--- src/branch_pkg.sv ---
// package: encodings, phase and timing constants for the branch unit
package branch_pkg;
  localparam int          PC_WIDTH        = 21;
  localparam logic [3:0]  OPC_GROUP       = 4'hE;
  localparam logic [3:0]  OPC_NEG_SET     = 4'h6;
  localparam logic [3:0]  OPC_CARRY_CLR   = 4'h3;
  localparam logic [3:0]  OPC_NEG_CLR     = 4'h7;
  localparam logic [3:0]  OPC_OVF_CLR     = 4'h5;
  localparam int          GROUP_MSB       = 15;
  localparam int          SUB_MSB         = 11;
  localparam int          OFFSET_MSB      = 7;
  localparam int          OFFSET_MIN      = -128;
  localparam int          OFFSET_MAX      = 127;
  localparam int          FLAG_C_POS      = 0;
  localparam int          FLAG_OV_POS     = 3;
  localparam int          FLAG_N_POS      = 4;
  localparam logic [1:0]  PHASE_RESET     = 2'h0;
  localparam int          PHASES_PER_CYCLE = 4;
  localparam int          TAKEN_CYCLES    = 2;
  localparam int          UNTAKEN_CYCLES  = 1;
  localparam logic [20:0] PC_RESET        = 21'h000000;
  localparam logic [20:0] PC_STEP         = 21'h000002;
  typedef enum logic [1:0] {Q1, Q2, Q3, Q4} phase_type;
endpackage

--- src/flag_conditional_branch_unit.sv ---
// top: decode and execute of four flag-conditional relative branches
//
// What this block does
// [RULE_01] Opcode E6 branches only when the negative flag is one.
// [RULE_02] Opcode E3 branches only when the carry flag is zero.
// [RULE_03] Opcode E7 branches only when the negative flag is zero.
// [RULE_04] Opcode E5 branches only when the overflow flag is zero.
// [RULE_05] The low byte is a signed offset from -128 to +127.
// [RULE_06] The offset is doubled as two's complement so targets are even.
// [RULE_07] The target is the branch address plus two plus twice the offset.
// [RULE_08] One word; one cycle untaken, two cycles taken.
// [RULE_09] Decode Q1, read Q2, process Q3, write pc Q4, then an idle cycle.
// [RULE_10] No status flag changes, taken or not.
`timescale 1ns/1ns
`default_nettype none
module flag_conditional_branch_unit
  import branch_pkg::*;
#(
  parameter int PCW = branch_pkg::PC_WIDTH
) (
  // clock and reset
  input  wire logic           core_clk,
  input  wire logic           sys_rst,
  // instruction from fetch, with its address already advanced by two
  input  wire logic           instr_valid,
  input  wire logic [15:0]    instr_word,
  input  wire logic [PCW-1:0] pc_advanced,
  // status flags from the core
  input  wire logic [7:0]     status_in,
  // results
  output logic                pc_load,
  output logic [PCW-1:0]      pc_value,
  output logic                flush_idle,
  output logic                is_branch,
  output logic                retire,
  output logic [7:0]          status_out,
  output logic [1:0]          phase
);
  import branch_pkg::*;
  initial begin
    if (PCW > 32 || PCW < 10) $error("unsupported pc width");
  end
  // ==========================================================
  // state
  phase_type      ph_q, ph_d;
  logic           hit_q, hit_d;
  logic           take_q, take_d;
  logic           idle_q, idle_d;
  logic [7:0]     off_q, off_d;
  logic [PCW-1:0] base_q, base_d;
  logic [PCW-1:0] tgt_q, tgt_d;
  logic           load_q, load_d;
  logic           ret_q, ret_d;
  logic [7:0]     stat_q, stat_d;
  logic [PCW-1:0] sum;
  logic           dec_hit;
  logic           cond;
  // ==========================================================
  // decode
  always_comb begin
    dec_hit = 1'b0;
    cond    = 1'b0;
    if (instr_word[GROUP_MSB -: 4] == OPC_GROUP) begin
      case (instr_word[SUB_MSB -: 4])
        OPC_NEG_SET: begin
          dec_hit = 1'b1;
          cond    = status_in[FLAG_N_POS]; // see [RULE_01]
        end
        OPC_CARRY_CLR: begin
          dec_hit = 1'b1;
          cond    = ~status_in[FLAG_C_POS]; // see [RULE_02]
        end
        OPC_NEG_CLR: begin
          dec_hit = 1'b1;
          cond    = ~status_in[FLAG_N_POS]; // see [RULE_03]
        end
        OPC_OVF_CLR: begin
          dec_hit = 1'b1;
          cond    = ~status_in[FLAG_OV_POS]; // see [RULE_04]
        end
        default: begin
          dec_hit = 1'b0;
          cond    = 1'b0;
        end
      endcase
    end
  end
  branch_target_adder #(.PCW(PCW)) u_adder (
    .pc_next (base_q),
    .offset  (off_q),
    .target  (sum)
  );
  // ==========================================================
  // phase sequencer
  always_comb begin
    ph_d   = ph_q;
    hit_d  = hit_q;
    take_d = take_q;
    idle_d = idle_q;
    off_d  = off_q;
    base_d = base_q;
    tgt_d  = tgt_q;
    load_d = 1'b0;
    ret_d  = 1'b0;
    stat_d = status_in; // see [RULE_10]
    case (ph_q)
      Q1: begin
        ph_d = Q2;
        // an idle cycle ignores whatever fetch presents
        if (!idle_q) begin
          hit_d  = instr_valid && dec_hit; // see [RULE_09]
          take_d = instr_valid && dec_hit && cond;
          base_d = pc_advanced; // see [RULE_07]
        end else begin
          hit_d  = 1'b0;
          take_d = 1'b0;
        end
      end
      Q2: begin
        ph_d = Q3;
        if (hit_q) begin
          off_d = instr_word[OFFSET_MSB:0]; // see [RULE_09]
        end
      end
      Q3: begin
        ph_d  = Q4;
        tgt_d = sum; // see [RULE_06]
      end
      Q4: begin
        ph_d = Q1;
        if (take_q) begin
          load_d = 1'b1; // see [RULE_09]
          idle_d = 1'b1; // see [RULE_08]
        end else begin
          idle_d = 1'b0;
          ret_d  = hit_q || idle_q; // see [RULE_08]
        end
        take_d = 1'b0;
      end
      default: ph_d = Q1;
    endcase
  end
  always_ff @(posedge core_clk or posedge sys_rst) begin
    if (sys_rst) begin
      ph_q   <= Q1;
      hit_q  <= 1'b0;
      take_q <= 1'b0;
      idle_q <= 1'b0;
      off_q  <= 8'h00;
      base_q <= PC_RESET[PCW-1:0];
      tgt_q  <= PC_RESET[PCW-1:0];
      load_q <= 1'b0;
      ret_q  <= 1'b0;
      stat_q <= 8'h00;
    end else begin
      ph_q   <= ph_d;
      hit_q  <= hit_d;
      take_q <= take_d;
      idle_q <= idle_d;
      off_q  <= off_d;
      base_q <= base_d;
      tgt_q  <= tgt_d;
      load_q <= load_d;
      ret_q  <= ret_d;
      stat_q <= stat_d;
    end
  end
  assign pc_load    = load_q;
  assign pc_value   = tgt_q;
  assign flush_idle = idle_q;
  assign is_branch  = hit_q;
  assign retire     = ret_q;
  assign status_out = stat_q;
  assign phase      = ph_q;
endmodule // flag_conditional_branch_unit
`default_nettype wire

--- src/branch_target_adder.sv ---
// leaf: doubled sign-extended offset added to the advanced counter
`timescale 1ns/1ns
`default_nettype none
module branch_target_adder #(
  parameter int PCW = 21
) (
  // operands
  input  wire logic [PCW-1:0] pc_next,
  input  wire logic [7:0]     offset,
  // result
  output logic [PCW-1:0]      target
);
  logic [PCW-1:0] disp;
  initial begin
    if (PCW < 10) $error("pc width too small");
  end
  // sign extend then shift left one: always an even step
  assign disp   = {{(PCW-9){offset[7]}}, offset, 1'b0}; // see [RULE_05] see [RULE_06]
  assign target = pc_next + disp; // see [RULE_07]
endmodule // branch_target_adder
`default_nettype wire

--- config.mk ---
export PLATFORM = sky130hd
export DESIGN_NAME = flag_conditional_branch_unit
export DESIGN_NICKNAME = d
export VERILOG_FILES = /design/src/branch_pkg.sv /design/src/flag_conditional_branch_unit.sv /design/src/branch_target_adder.sv
export SDC_FILE = /design/constraint.sdc
export NUM_CORES = 1
export LEC_CHECK = 0
export ABC_AREA = 1
export BUFFER_PORTS_ARGS = -buffer_cell sky130_fd_sc_hd__buf_2
export CORE_ASPECT_RATIO = 1.25
export CORE_MARGIN = 2
export CORE_UTILIZATION = 54
export DETAILED_ROUTE_END_ITERATION = 10
export HOLD_SLACK_MARGIN = 0.15
export PLACE_DENSITY = 0.89
export SLEW_MARGIN = 0
export SYNTH_ARGS = -nofsm -noshare
export SYNTH_HDL_FRONTEND = slang
export SYNTH_SLANG_ARGS = --single-unit
--- constraint.sdc ---
create_clock -name core_clk -period 2.1 [get_ports core_clk]
set_input_delay 0.315 -clock core_clk [delete_from_list [all_inputs] [get_ports core_clk]]
set_output_delay 0.315 -clock core_clk [all_outputs]
set_load 0.01 [all_outputs]
==> impl_metrics.ini, run 1 <==
[worst_setup_path]
rr_worst_depth = 10
crit_chain = ha_1 > fa_2 > nand3_1 > nand3_1 > nand2_1 > nand2_1 > nand2_1 > nand3b_1 > nand3_1 > nand2_1
slowest_stage = fa_2
endpoint_kind = register
cp-start-kind = register
slowest_delay_ns = 0.40
timing.rr.end = pc_value[13]
crit_required_ns = 2.35
critical_path.max_fanout = 4
rrSetupSlack_ns = 0.16
crit_start = off_q[0]
reg2reg_from = off_q[0]
path_buf_inv = 0
arrival_ns = 2.18
path_delay_family = simple AND/OR/NAND/NOR gates
cpMostUsedCell = nand2_1
worstSetupPathType = reg2reg

[cells_and_area]
finalCoreUtilization = 0.679
nFillCells = 524
area_growth_pct = 22.7
multi_input_area_sq_um = 1780
nets = 583
drive_gt1_frac = 0.285
antennaDiodeCount = 0
register_area_sq_um = 1630

[clock_network]
clk_pin_slew_ns = 0.08
cts_buffers = 9
cts_root_buf = clkbuf_8
cts_tree = yes
cts.sinks = 65
clock_latency_ns = 0.36
ctsHtreeMaxLevel = 3
cts_buffer_depth = 2
cts_setup_buffers = 0

[route]
drc = 0
drt_pass1_iterations = 4
wl_per_cell_um = 13.9
drt_wl_total_um = 8400
via_per_inst = 5.19
ant_nets = 0
first_iter_violations = 140
vias = 3124

[hold_path]
whs_path_depth = 2
min_to = base_q[18]
hold_start = pc_advanced[18]
hp-class = in2reg

[placement]
dp_hpwl_um = 6110
place.gp.congestion = 0.836
portBuffers = 82

[timing]
relSlewSlack = 0.680
tns_ns = 0
fmax_ghz = 0.517
finClkSkew_ns = 0.0119
setup_viol = 0
maxSlewViolCount = 0
tightest_slew_ns = 0.480
rsz0062_at_grt = false
fin_crit_sh = 0.922
hold_violations = 0
min_period_ns = 1.94

[synth]
yosysWarnings = 0
syn-num-nets = 484
synth_seq_cells = 65
synth_edf_count = 0
synth_cell_types = 31
synth.cell_area_sq_um = 3590
synthFlopType = dfrtp_1
async_reset_ff_frac = 1.00
seq_area_frac_synth = 0.453
syn_area_per_cell_sq_um = 8.73
synth_cells = 411

[floorplan]
core_sq_um = 6480
start_util = 0.554
placementRows = 33
die_x_um = 76.9
die_h_um = 95.1
dieArea_sq_um = 7320
io_pins = 83

[global_route]
antenna_found_initial = 0
grt_pass1_vias = 3107
grt_overflow = 0
grt_start_max_net_pins = 66
grt_pass1_wl_um = 13800
grt_usage = 0.245

[pwr]
leakagePower_nw = 2.31
vdd_drop_max_uv = 592
power.density_nw_per_um2 = 775

[run]
drv_cap = 0

[outcome]
status = finished clean
==> Yosys cell counts, drive strengths merged (2+ instances only) <==
cell | n | area share
o21ai | 13 | 0.018
nor3 | 4 | 0.0056
nand3b | 5 | 0.010
a21oi | 14 | 0.022
nand2 | 132 | 0.14
nand3 | 31 | 0.047
buf | 5 | 0.0070
or2 | 2 | 0.0035
nor2 | 25 | 0.028
mux2 | 29 | 0.091
dfrtp | 65 | 0.45
inv | 42 | 0.044
xnor2 | 10 | 0.024
ha | 24 | 0.084
==> area by class of cell <==
type,instances,share of cell area
flip-flops and latches,65,0.370
multi-input cells,298,0.404
clock inverters,6,0.0156
well taps,87,0.0247
clock buffers,10,0.0290
repair buffers,94,0.122
inverters,42,0.0358
==> worst max-delay path by stage <==
| stage | to | slack (ns) | cells past startpoint |
|---|---|---|---|
| floorplan | base_q[0] | 0.16 | 1 |
| finish | pc_value[13] | 0.16 | 10 |
| global route | pc_value[13] | 0.06 | 10 |
| detailed placement | pc_value[13] | 0.11 | 10 |
| global placement | pc_value[17] | 0.16 | 10 |
| CTS | pc_value[13] | 0.09 | 10 |
==> metal layers <==
metal / track usage / wire length (um) / vias up
met5: 0 / 0 / -
met4: 0.103 / 240 / 0
met3: 0.0672 / 465 / 22
met2: 0.452 / 4350 / 85
met1: 0.264 / 3340 / 1478
li1: - / - / 1539
==> repair_timing <==
| item | CTS | global route |
|---|---|---|
| hold endpoints to repair | 73 | 0 |
| setup endpoints to repair | 0 | 5 |
| hold buffers | 9 | 0 |
| gates resized for setup | 0 | 2 |
==> cells by family (layout without fill, tap and decap cells) <==
group,Yosys count,after routing,share of synthesized area
and+or+nand+nor,203,203,0.243
DFF,65,65,0.453
buffers and inverters,48,152,0.0520
AOI/OAI and AO/OA,31,31,0.0474
muxes,29,29,0.0910
adders and majority gates,25,25,0.0893
xor gates and xnor gates,10,10,0.0244
==> stage by stage <==
step / instance area [sq um] / std cells / power, mW / hold slack [ns] / worst slack (ns)
3_5_place_dp: 4110 / 577 / 2.35 / 0.406 / 0.112
2_1_floorplan: 3590 / 411 / 2.06 / 0.346 / 0.159
3_3_place_gp: 4110 / 577 / 2.32 / 0.402 / 0.157
5_1_grt: 4400 / 602 / 3.61 / 0.186 / 0.0553
4_1_cts: 4400 / 602 / 3.42 / 0.178 / 0.0932
6_report: 4400 / 602 / 3.41 / 0.183 / 0.165
==> sequential cells by signal (all words and copies together), names as in the netlist <==
register    count
take_q          1
retire          1
status_out      8
pc_value       21
pc_load         1
is_branch       1
off_q           8
phase           2
flush_idle      1
base_q         21
==> report_power, final <==
group,internal (mW),switching [mW],total [mW]
registers,1.40,0.0860,1.48
logic,0.370,0.492,0.862
clock network,0.549,0.519,1.07
total,2.31,1.10,3.41
==> placed cells by master, fill, tap and decap left out, drive strengths merged, types with 2 or more instances in the layout <==
cell type	count
mux2	29
clkinvlp	4
inv	42
nor3	4
clkbuf	10
or2	2
dfrtp	65
o21ai	13
ha	24
nor2	25
buf	85
nand3	31
a21oi	14
nand2	132
nand3b	5
xnor2	10
dlygate4sd3	9
Power figures use the tool's default switching activity.
==> run 2: changes to the inputs <==
--- a/config.mk
+++ b/config.mk
@@ -9,11 +9,11 @@
 export BUFFER_PORTS_ARGS = -buffer_cell sky130_fd_sc_hd__buf_2
 export CORE_ASPECT_RATIO = 1.25
 export CORE_MARGIN = 2
-export CORE_UTILIZATION = 54
+export CORE_UTILIZATION = 58
 export DETAILED_ROUTE_END_ITERATION = 10
 export HOLD_SLACK_MARGIN = 0.15
-export PLACE_DENSITY = 0.89
-export SLEW_MARGIN = 0
+export PLACE_DENSITY = 0.94
+export SLEW_MARGIN = 20
 export SYNTH_ARGS = -nofsm -noshare
 export SYNTH_HDL_FRONTEND = slang
 export SYNTH_SLANG_ARGS = --single-unit
==> constraint.sdc (replaced) <==
create_clock -name core_clk -period 2.5 [get_ports core_clk]
set_input_delay 0.375 -clock core_clk [delete_from_list [all_inputs] [get_ports core_clk]]
set_output_delay 0.375 -clock core_clk [all_outputs]
set_load 0.01 [all_outputs]
==> impl_metrics.ini, run 2 (synthesis results as in run 1) <==
[timing]
tns_ns = 0
maxSlewViolCount = 0
min_period_ns = 2.04
hold_violations = 0
relSlewSlack = 0.579
tightest_slew_ns = 0.630
setup_viol = 0
rsz0062_at_grt = false
fmax_ghz = 0.489
finClkSkew_ns = 0.00887
fin_crit_sh = 0.818

[route]
drt_pass1_iterations = 5
ant_nets = 0
wl_per_cell_um = 14.0
drt_wl_total_um = 8380
vias = 3141
drc = 0
first_iter_violations = 169
via_per_inst = 5.25

[floorplan]
die_h_um = 91.9
dieArea_sq_um = 6840
io_pins = 83
core_sq_um = 6090
die_x_um = 74.4
placementRows = 32
start_util = 0.590

[global_route]
grt_usage = 0.271
antenna_found_initial = 0
grt_overflow = 0
grt_pass1_vias = 3366
grt_pass1_wl_um = 14200
grt_start_max_net_pins = 37

[cells_and_area]
antennaDiodeCount = 0
layout_common_cells = 128 x nand2_1, 82 x buf_2, 65 x dfrtp_1
final_area_sq_um = 4400
drive_gt1_frac = 0.283
layout_commonest_cell = nand2_1
area_growth_pct = 22.6
nFillCells = 458
nets = 582
multi_input_area_sq_um = 1780
register_area_sq_um = 1630

[clock_network]
cts_root_buf = clkbuf_8
cts_buffer_depth = 2
cts_buffers = 9
clk_pin_slew_ns = 0.07
cts.sinks = 65
cts_tree = yes
ctsHtreeMaxLevel = 3
clock_latency_ns = 0.35
cts.repair.resized = 0

[hold_path]
hp-class = in2reg
min_to = status_out[3]
hold_start = status_in[3]
whs_path_depth = 1

[run]
drv_cap = 0

[placement]
post_dp_cell_area_sq_um = 4110
place.gp.congestion = 0.924
portBuffers = 82
dp_hpwl_um = 6300

[pwr]
leakagePower_nw = 2.33
vdd_drop_max_uv = 470
power.density_nw_per_um2 = 664

[worst_setup_path]
rr_worst_depth = 10
critical_path.max_fanout = 14
endpoint_kind = register
crit_required_ns = 2.74
rrSetupSlack_ns = 0.46
reg2reg_from = off_q[7]
worstSetupPathType = reg2reg
cp-start-kind = register
timing.rr.end = pc_value[15]
arrival_ns = 2.29

[outcome]
status = finished clean
==> run 2: cell count changes in the layout (fill, tap and decap cells not counted) <==
cell	change
dlygate4sd3_1	-1
clkinv_2	+3
dfrtp_2	-1
bufinv_16	+1
fa_2	-1
clkinvlp_4	-4
fa_1	+1
clkbuf_1	-1
dfrtp_1	+1
==> run 2: worst max path at each step <==
stage                  start      endpoint  slack [ns]  depth (start not counted)
finish              off_q[7]  pc_value[15]        0.46                         10
CTS                 off_q[0]  pc_value[13]        0.49                         10
global route        off_q[7]  pc_value[15]        0.28                         10
floorplan            sys_rst     base_q[0]        0.50                          1
detailed placement  off_q[0]  pc_value[13]        0.51                         10
global placement    off_q[0]  pc_value[13]        0.55                         10
==> run 2: cell type report <==
cell class	instances	area share
Multi-Input combinational cell	298	0.404
Sequential cell	65	0.370
Timing Repair Buffer	93	0.119
Inverter	42	0.0358
Clock buffer	9	0.0282
Tap cell	85	0.0242
Clock inverter	6	0.0191
==> run 2: report_power, final <==
part	leakage (nW)	internal (mW)	switching, mW	total [mW]
clock	0.109	0.551	0.395	0.947
combinational	1.45	0.310	0.423	0.733
sequential	0.767	1.17	0.0700	1.24
==> run 2: stage by stage <==
| step | utilization | hold WS [ns] | total power [mW] | std cells | worst slack (ns) |
|---|---|---|---|---|---|
| 3_3_place_gp | 0.676 | 0.451 | 1.94 | 575 | 0.553 |
| 6_report | 0.723 | 0.162 | 2.92 | 598 | 0.455 |
| 2_1_floorplan | - | 0.406 | 1.73 | 411 | 0.499 |
| 4_1_cts | 0.721 | 0.151 | 2.93 | 597 | 0.490 |
| 5_1_grt | 0.723 | 0.153 | 3.08 | 598 | 0.280 |
| 3_5_place_dp | 0.676 | 0.461 | 1.97 | 575 | 0.512 |
==> run 2: worst max-delay path, cell delays in order, from the launching register on <==
cell and delay (ns):
dfrtp_1 0.57, ha_1 0.49, nand2_1 0.12, nor2_1 0.15
nand3_1 0.13, nand3_2 0.13, nand2_1 0.08, nand2_1 0.08
nand2_1 0.06, nand3_1 0.07, nand2_1 0.05
==> run 2: what timing repair did <==
action / 4_1_cts / 5_1_grt
hold endpoints to repair: 35 / 1
buffers inserted: 0 / 0
hold buffers: 7 / 1
==> run 2: per-layer routing <==
layer / track usage / up-vias / wire length, um
li1: - / 1524 / -
met1: 0.300 / 1473 / 3260
met2: 0.468 / 111 / 4370
met3: 0.0670 / 33 / 466
met4: 0.138 / 0 / 288
met5: 0 / - / 0
==> run 3: changes to the inputs <==
--- a/config.mk
+++ b/config.mk
@@ -9,10 +9,10 @@
 export BUFFER_PORTS_ARGS = -buffer_cell sky130_fd_sc_hd__buf_2
 export CORE_ASPECT_RATIO = 1.25
 export CORE_MARGIN = 2
-export CORE_UTILIZATION = 58
+export CORE_UTILIZATION = 54
 export DETAILED_ROUTE_END_ITERATION = 10
 export HOLD_SLACK_MARGIN = 0.15
-export PLACE_DENSITY = 0.94
+export PLACE_DENSITY = 0.89
 export SLEW_MARGIN = 20
 export SYNTH_ARGS = -nofsm -noshare
 export SYNTH_HDL_FRONTEND = slang
==> constraint.sdc (replaced) <==
create_clock -name core_clk -period 2.05 [get_ports core_clk]
set_input_delay 0.3075 -clock core_clk [delete_from_list [all_inputs] [get_ports core_clk]]
set_output_delay 0.3075 -clock core_clk [all_outputs]
set_load 0.01 [all_outputs]
==> impl_metrics.ini, run 3 (synthesis results as in run 1) <==
[worst_setup_path]
slowest_stage = fa_2
cp-start-kind = register
critical_path.max_fanout = 4
crit_required_ns = 2.29
cpMostUsedCell = nand2_1
slowest_delay_ns = 0.41
arrival_ns = 2.18
endpoint_kind = register
worstSetupPathType = reg2reg
crit_chain = ha_1 > fa_2 > nand3_1 > nand3_1 > nand2_1 > nand2_1 > nand2_1 > nand3b_1 > nand3_1 > nand2_1

[clock_network]
ctsHtreeMaxLevel = 3
clk_pin_slew_ns = 0.08
cts_buffer_depth = 2
cts_root_buf = clkbuf_8
cts_tree = yes
clock_latency_ns = 0.36
cts_setup_buffers = 0
cts_buffers = 9
cts.sinks = 65

[timing]
fmax_ghz = 0.516
tightest_slew_ns = 0.502
fin_crit_sh = 0.946
min_period_ns = 1.94
maxSlewViolCount = 0
relSlewSlack = 0.665
tns_ns = 0
hold_violations = 0
finClkSkew_ns = 0.00901
setup_viol = 0
rsz0062_at_grt = false

[global_route]
grt_overflow = 0
grt_start_max_net_pins = 66
grt_usage = 0.249
grt_pass1_vias = 3198
grt_pass1_wl_um = 14000
antenna_found_initial = 0

[outcome]
status = finished clean

[route]
first_iter_violations = 151
vias = 3091
wl_per_cell_um = 14.0
drc = 0
ant_nets = 0
drt_wl_total_um = 8440
drt_pass1_iterations = 5
via_per_inst = 5.13

[run]
drv_cap = 0

[hold_path]
hp-class = in2reg

[floorplan]
start_util = 0.554
placementRows = 33
io_pins = 83
core_sq_um = 6480
dieArea_sq_um = 7320
die_h_um = 95.1
die_x_um = 76.9

[pwr]
vdd_drop_max_uv = 735
power.density_nw_per_um2 = 847
leakagePower_nw = 2.35

[cells_and_area]
antennaDiodeCount = 0
final_area_sq_um = 4460
drive_gt1_frac = 0.287
layout_common_cells = 128 x nand2_1, 82 x buf_2, 64 x dfrtp_1
layout_commonest_cell = nand2_1
nets = 583
area_growth_pct = 24.3

[placement]
portBuffers = 82
place.gp.congestion = 0.836
dp_hpwl_um = 6130
post_dp_cell_area_sq_um = 4110
==> run 3: power breakdown <==
group / total [mW] / switching, mW / internal, mW
Sequential: 1.52 / 0.0880 / 1.43
Clock: 1.37 / 0.530 / 0.844
Combinational: 0.884 / 0.505 / 0.380
Total: 3.78 / 1.12 / 2.65
==> run 3: layer usage <==
layer,part of all wire,track usage,vias up
li1,-,-,1540
met1,0.39,0.267,1437
met3,0.060,0.0549,24
met4,0.025,0.132,0
met2,0.52,0.460,90
met5,0,0,-
==> run 3: stage by stage <==
| stage | instances | utilization | hold WS [ns] | power, mW | setup slack (ns) |
|---|---|---|---|---|---|
| 4_1_cts | 602 | 0.688 | 0.167 | 3.79 | 0.0482 |
| 3_3_place_gp | 577 | 0.635 | 0.394 | 2.37 | 0.107 |
| 6_report | 602 | 0.688 | 0.174 | 3.78 | 0.110 |
| 2_1_floorplan | 411 | - | 0.339 | 2.11 | 0.116 |
| 5_1_grt | 602 | 0.688 | 0.177 | 3.98 | 0.0242 |
| 3_5_place_dp | 577 | 0.635 | 0.401 | 2.41 | 0.0535 |
==> run 3: final timing paths <==
check	to	cells after the start	from	slack, ns
setup / recovery	pc_value[17]	10	off_q[0]	0.11
hold / removal	base_q[3]	2	pc_advanced[3]	0.17
setup reg to reg	pc_value[17]	10	off_q[0]	0.11
hold reg to reg	pc_value[0]	2	base_q[0]	0.47
max in group asynchronous	off_q[7]	4	sys_rst	1.16
min in group asynchronous	status_out[2]	4	sys_rst	0.59
==> run 3: layout make-up <==
cell class,count,area [sq um]
fillers,501,2020
multi-input cells,298,1780
flip-flops and latches,65,1630
repair buffers,94,536
inverters,42,158
clock buffers,10,138
clock inverters,6,115
well taps,87,109
==> run 3: critical path, delay by kind of cell (launching register included) <==
kind / cells / cell delay, ns
fa+ha+maj: 2 / 0.69
flops: 1 / 0.39
simple gates: 8 / 0.76
==> run 3: timing repair <==
action | 4_1_cts | 5_1_grt
endpoints found under the setup margin | 0 | 11
endpoints found under the hold margin | 73 | 0
hold buffers | 9 | 0
gates resized for setup | 0 | 2
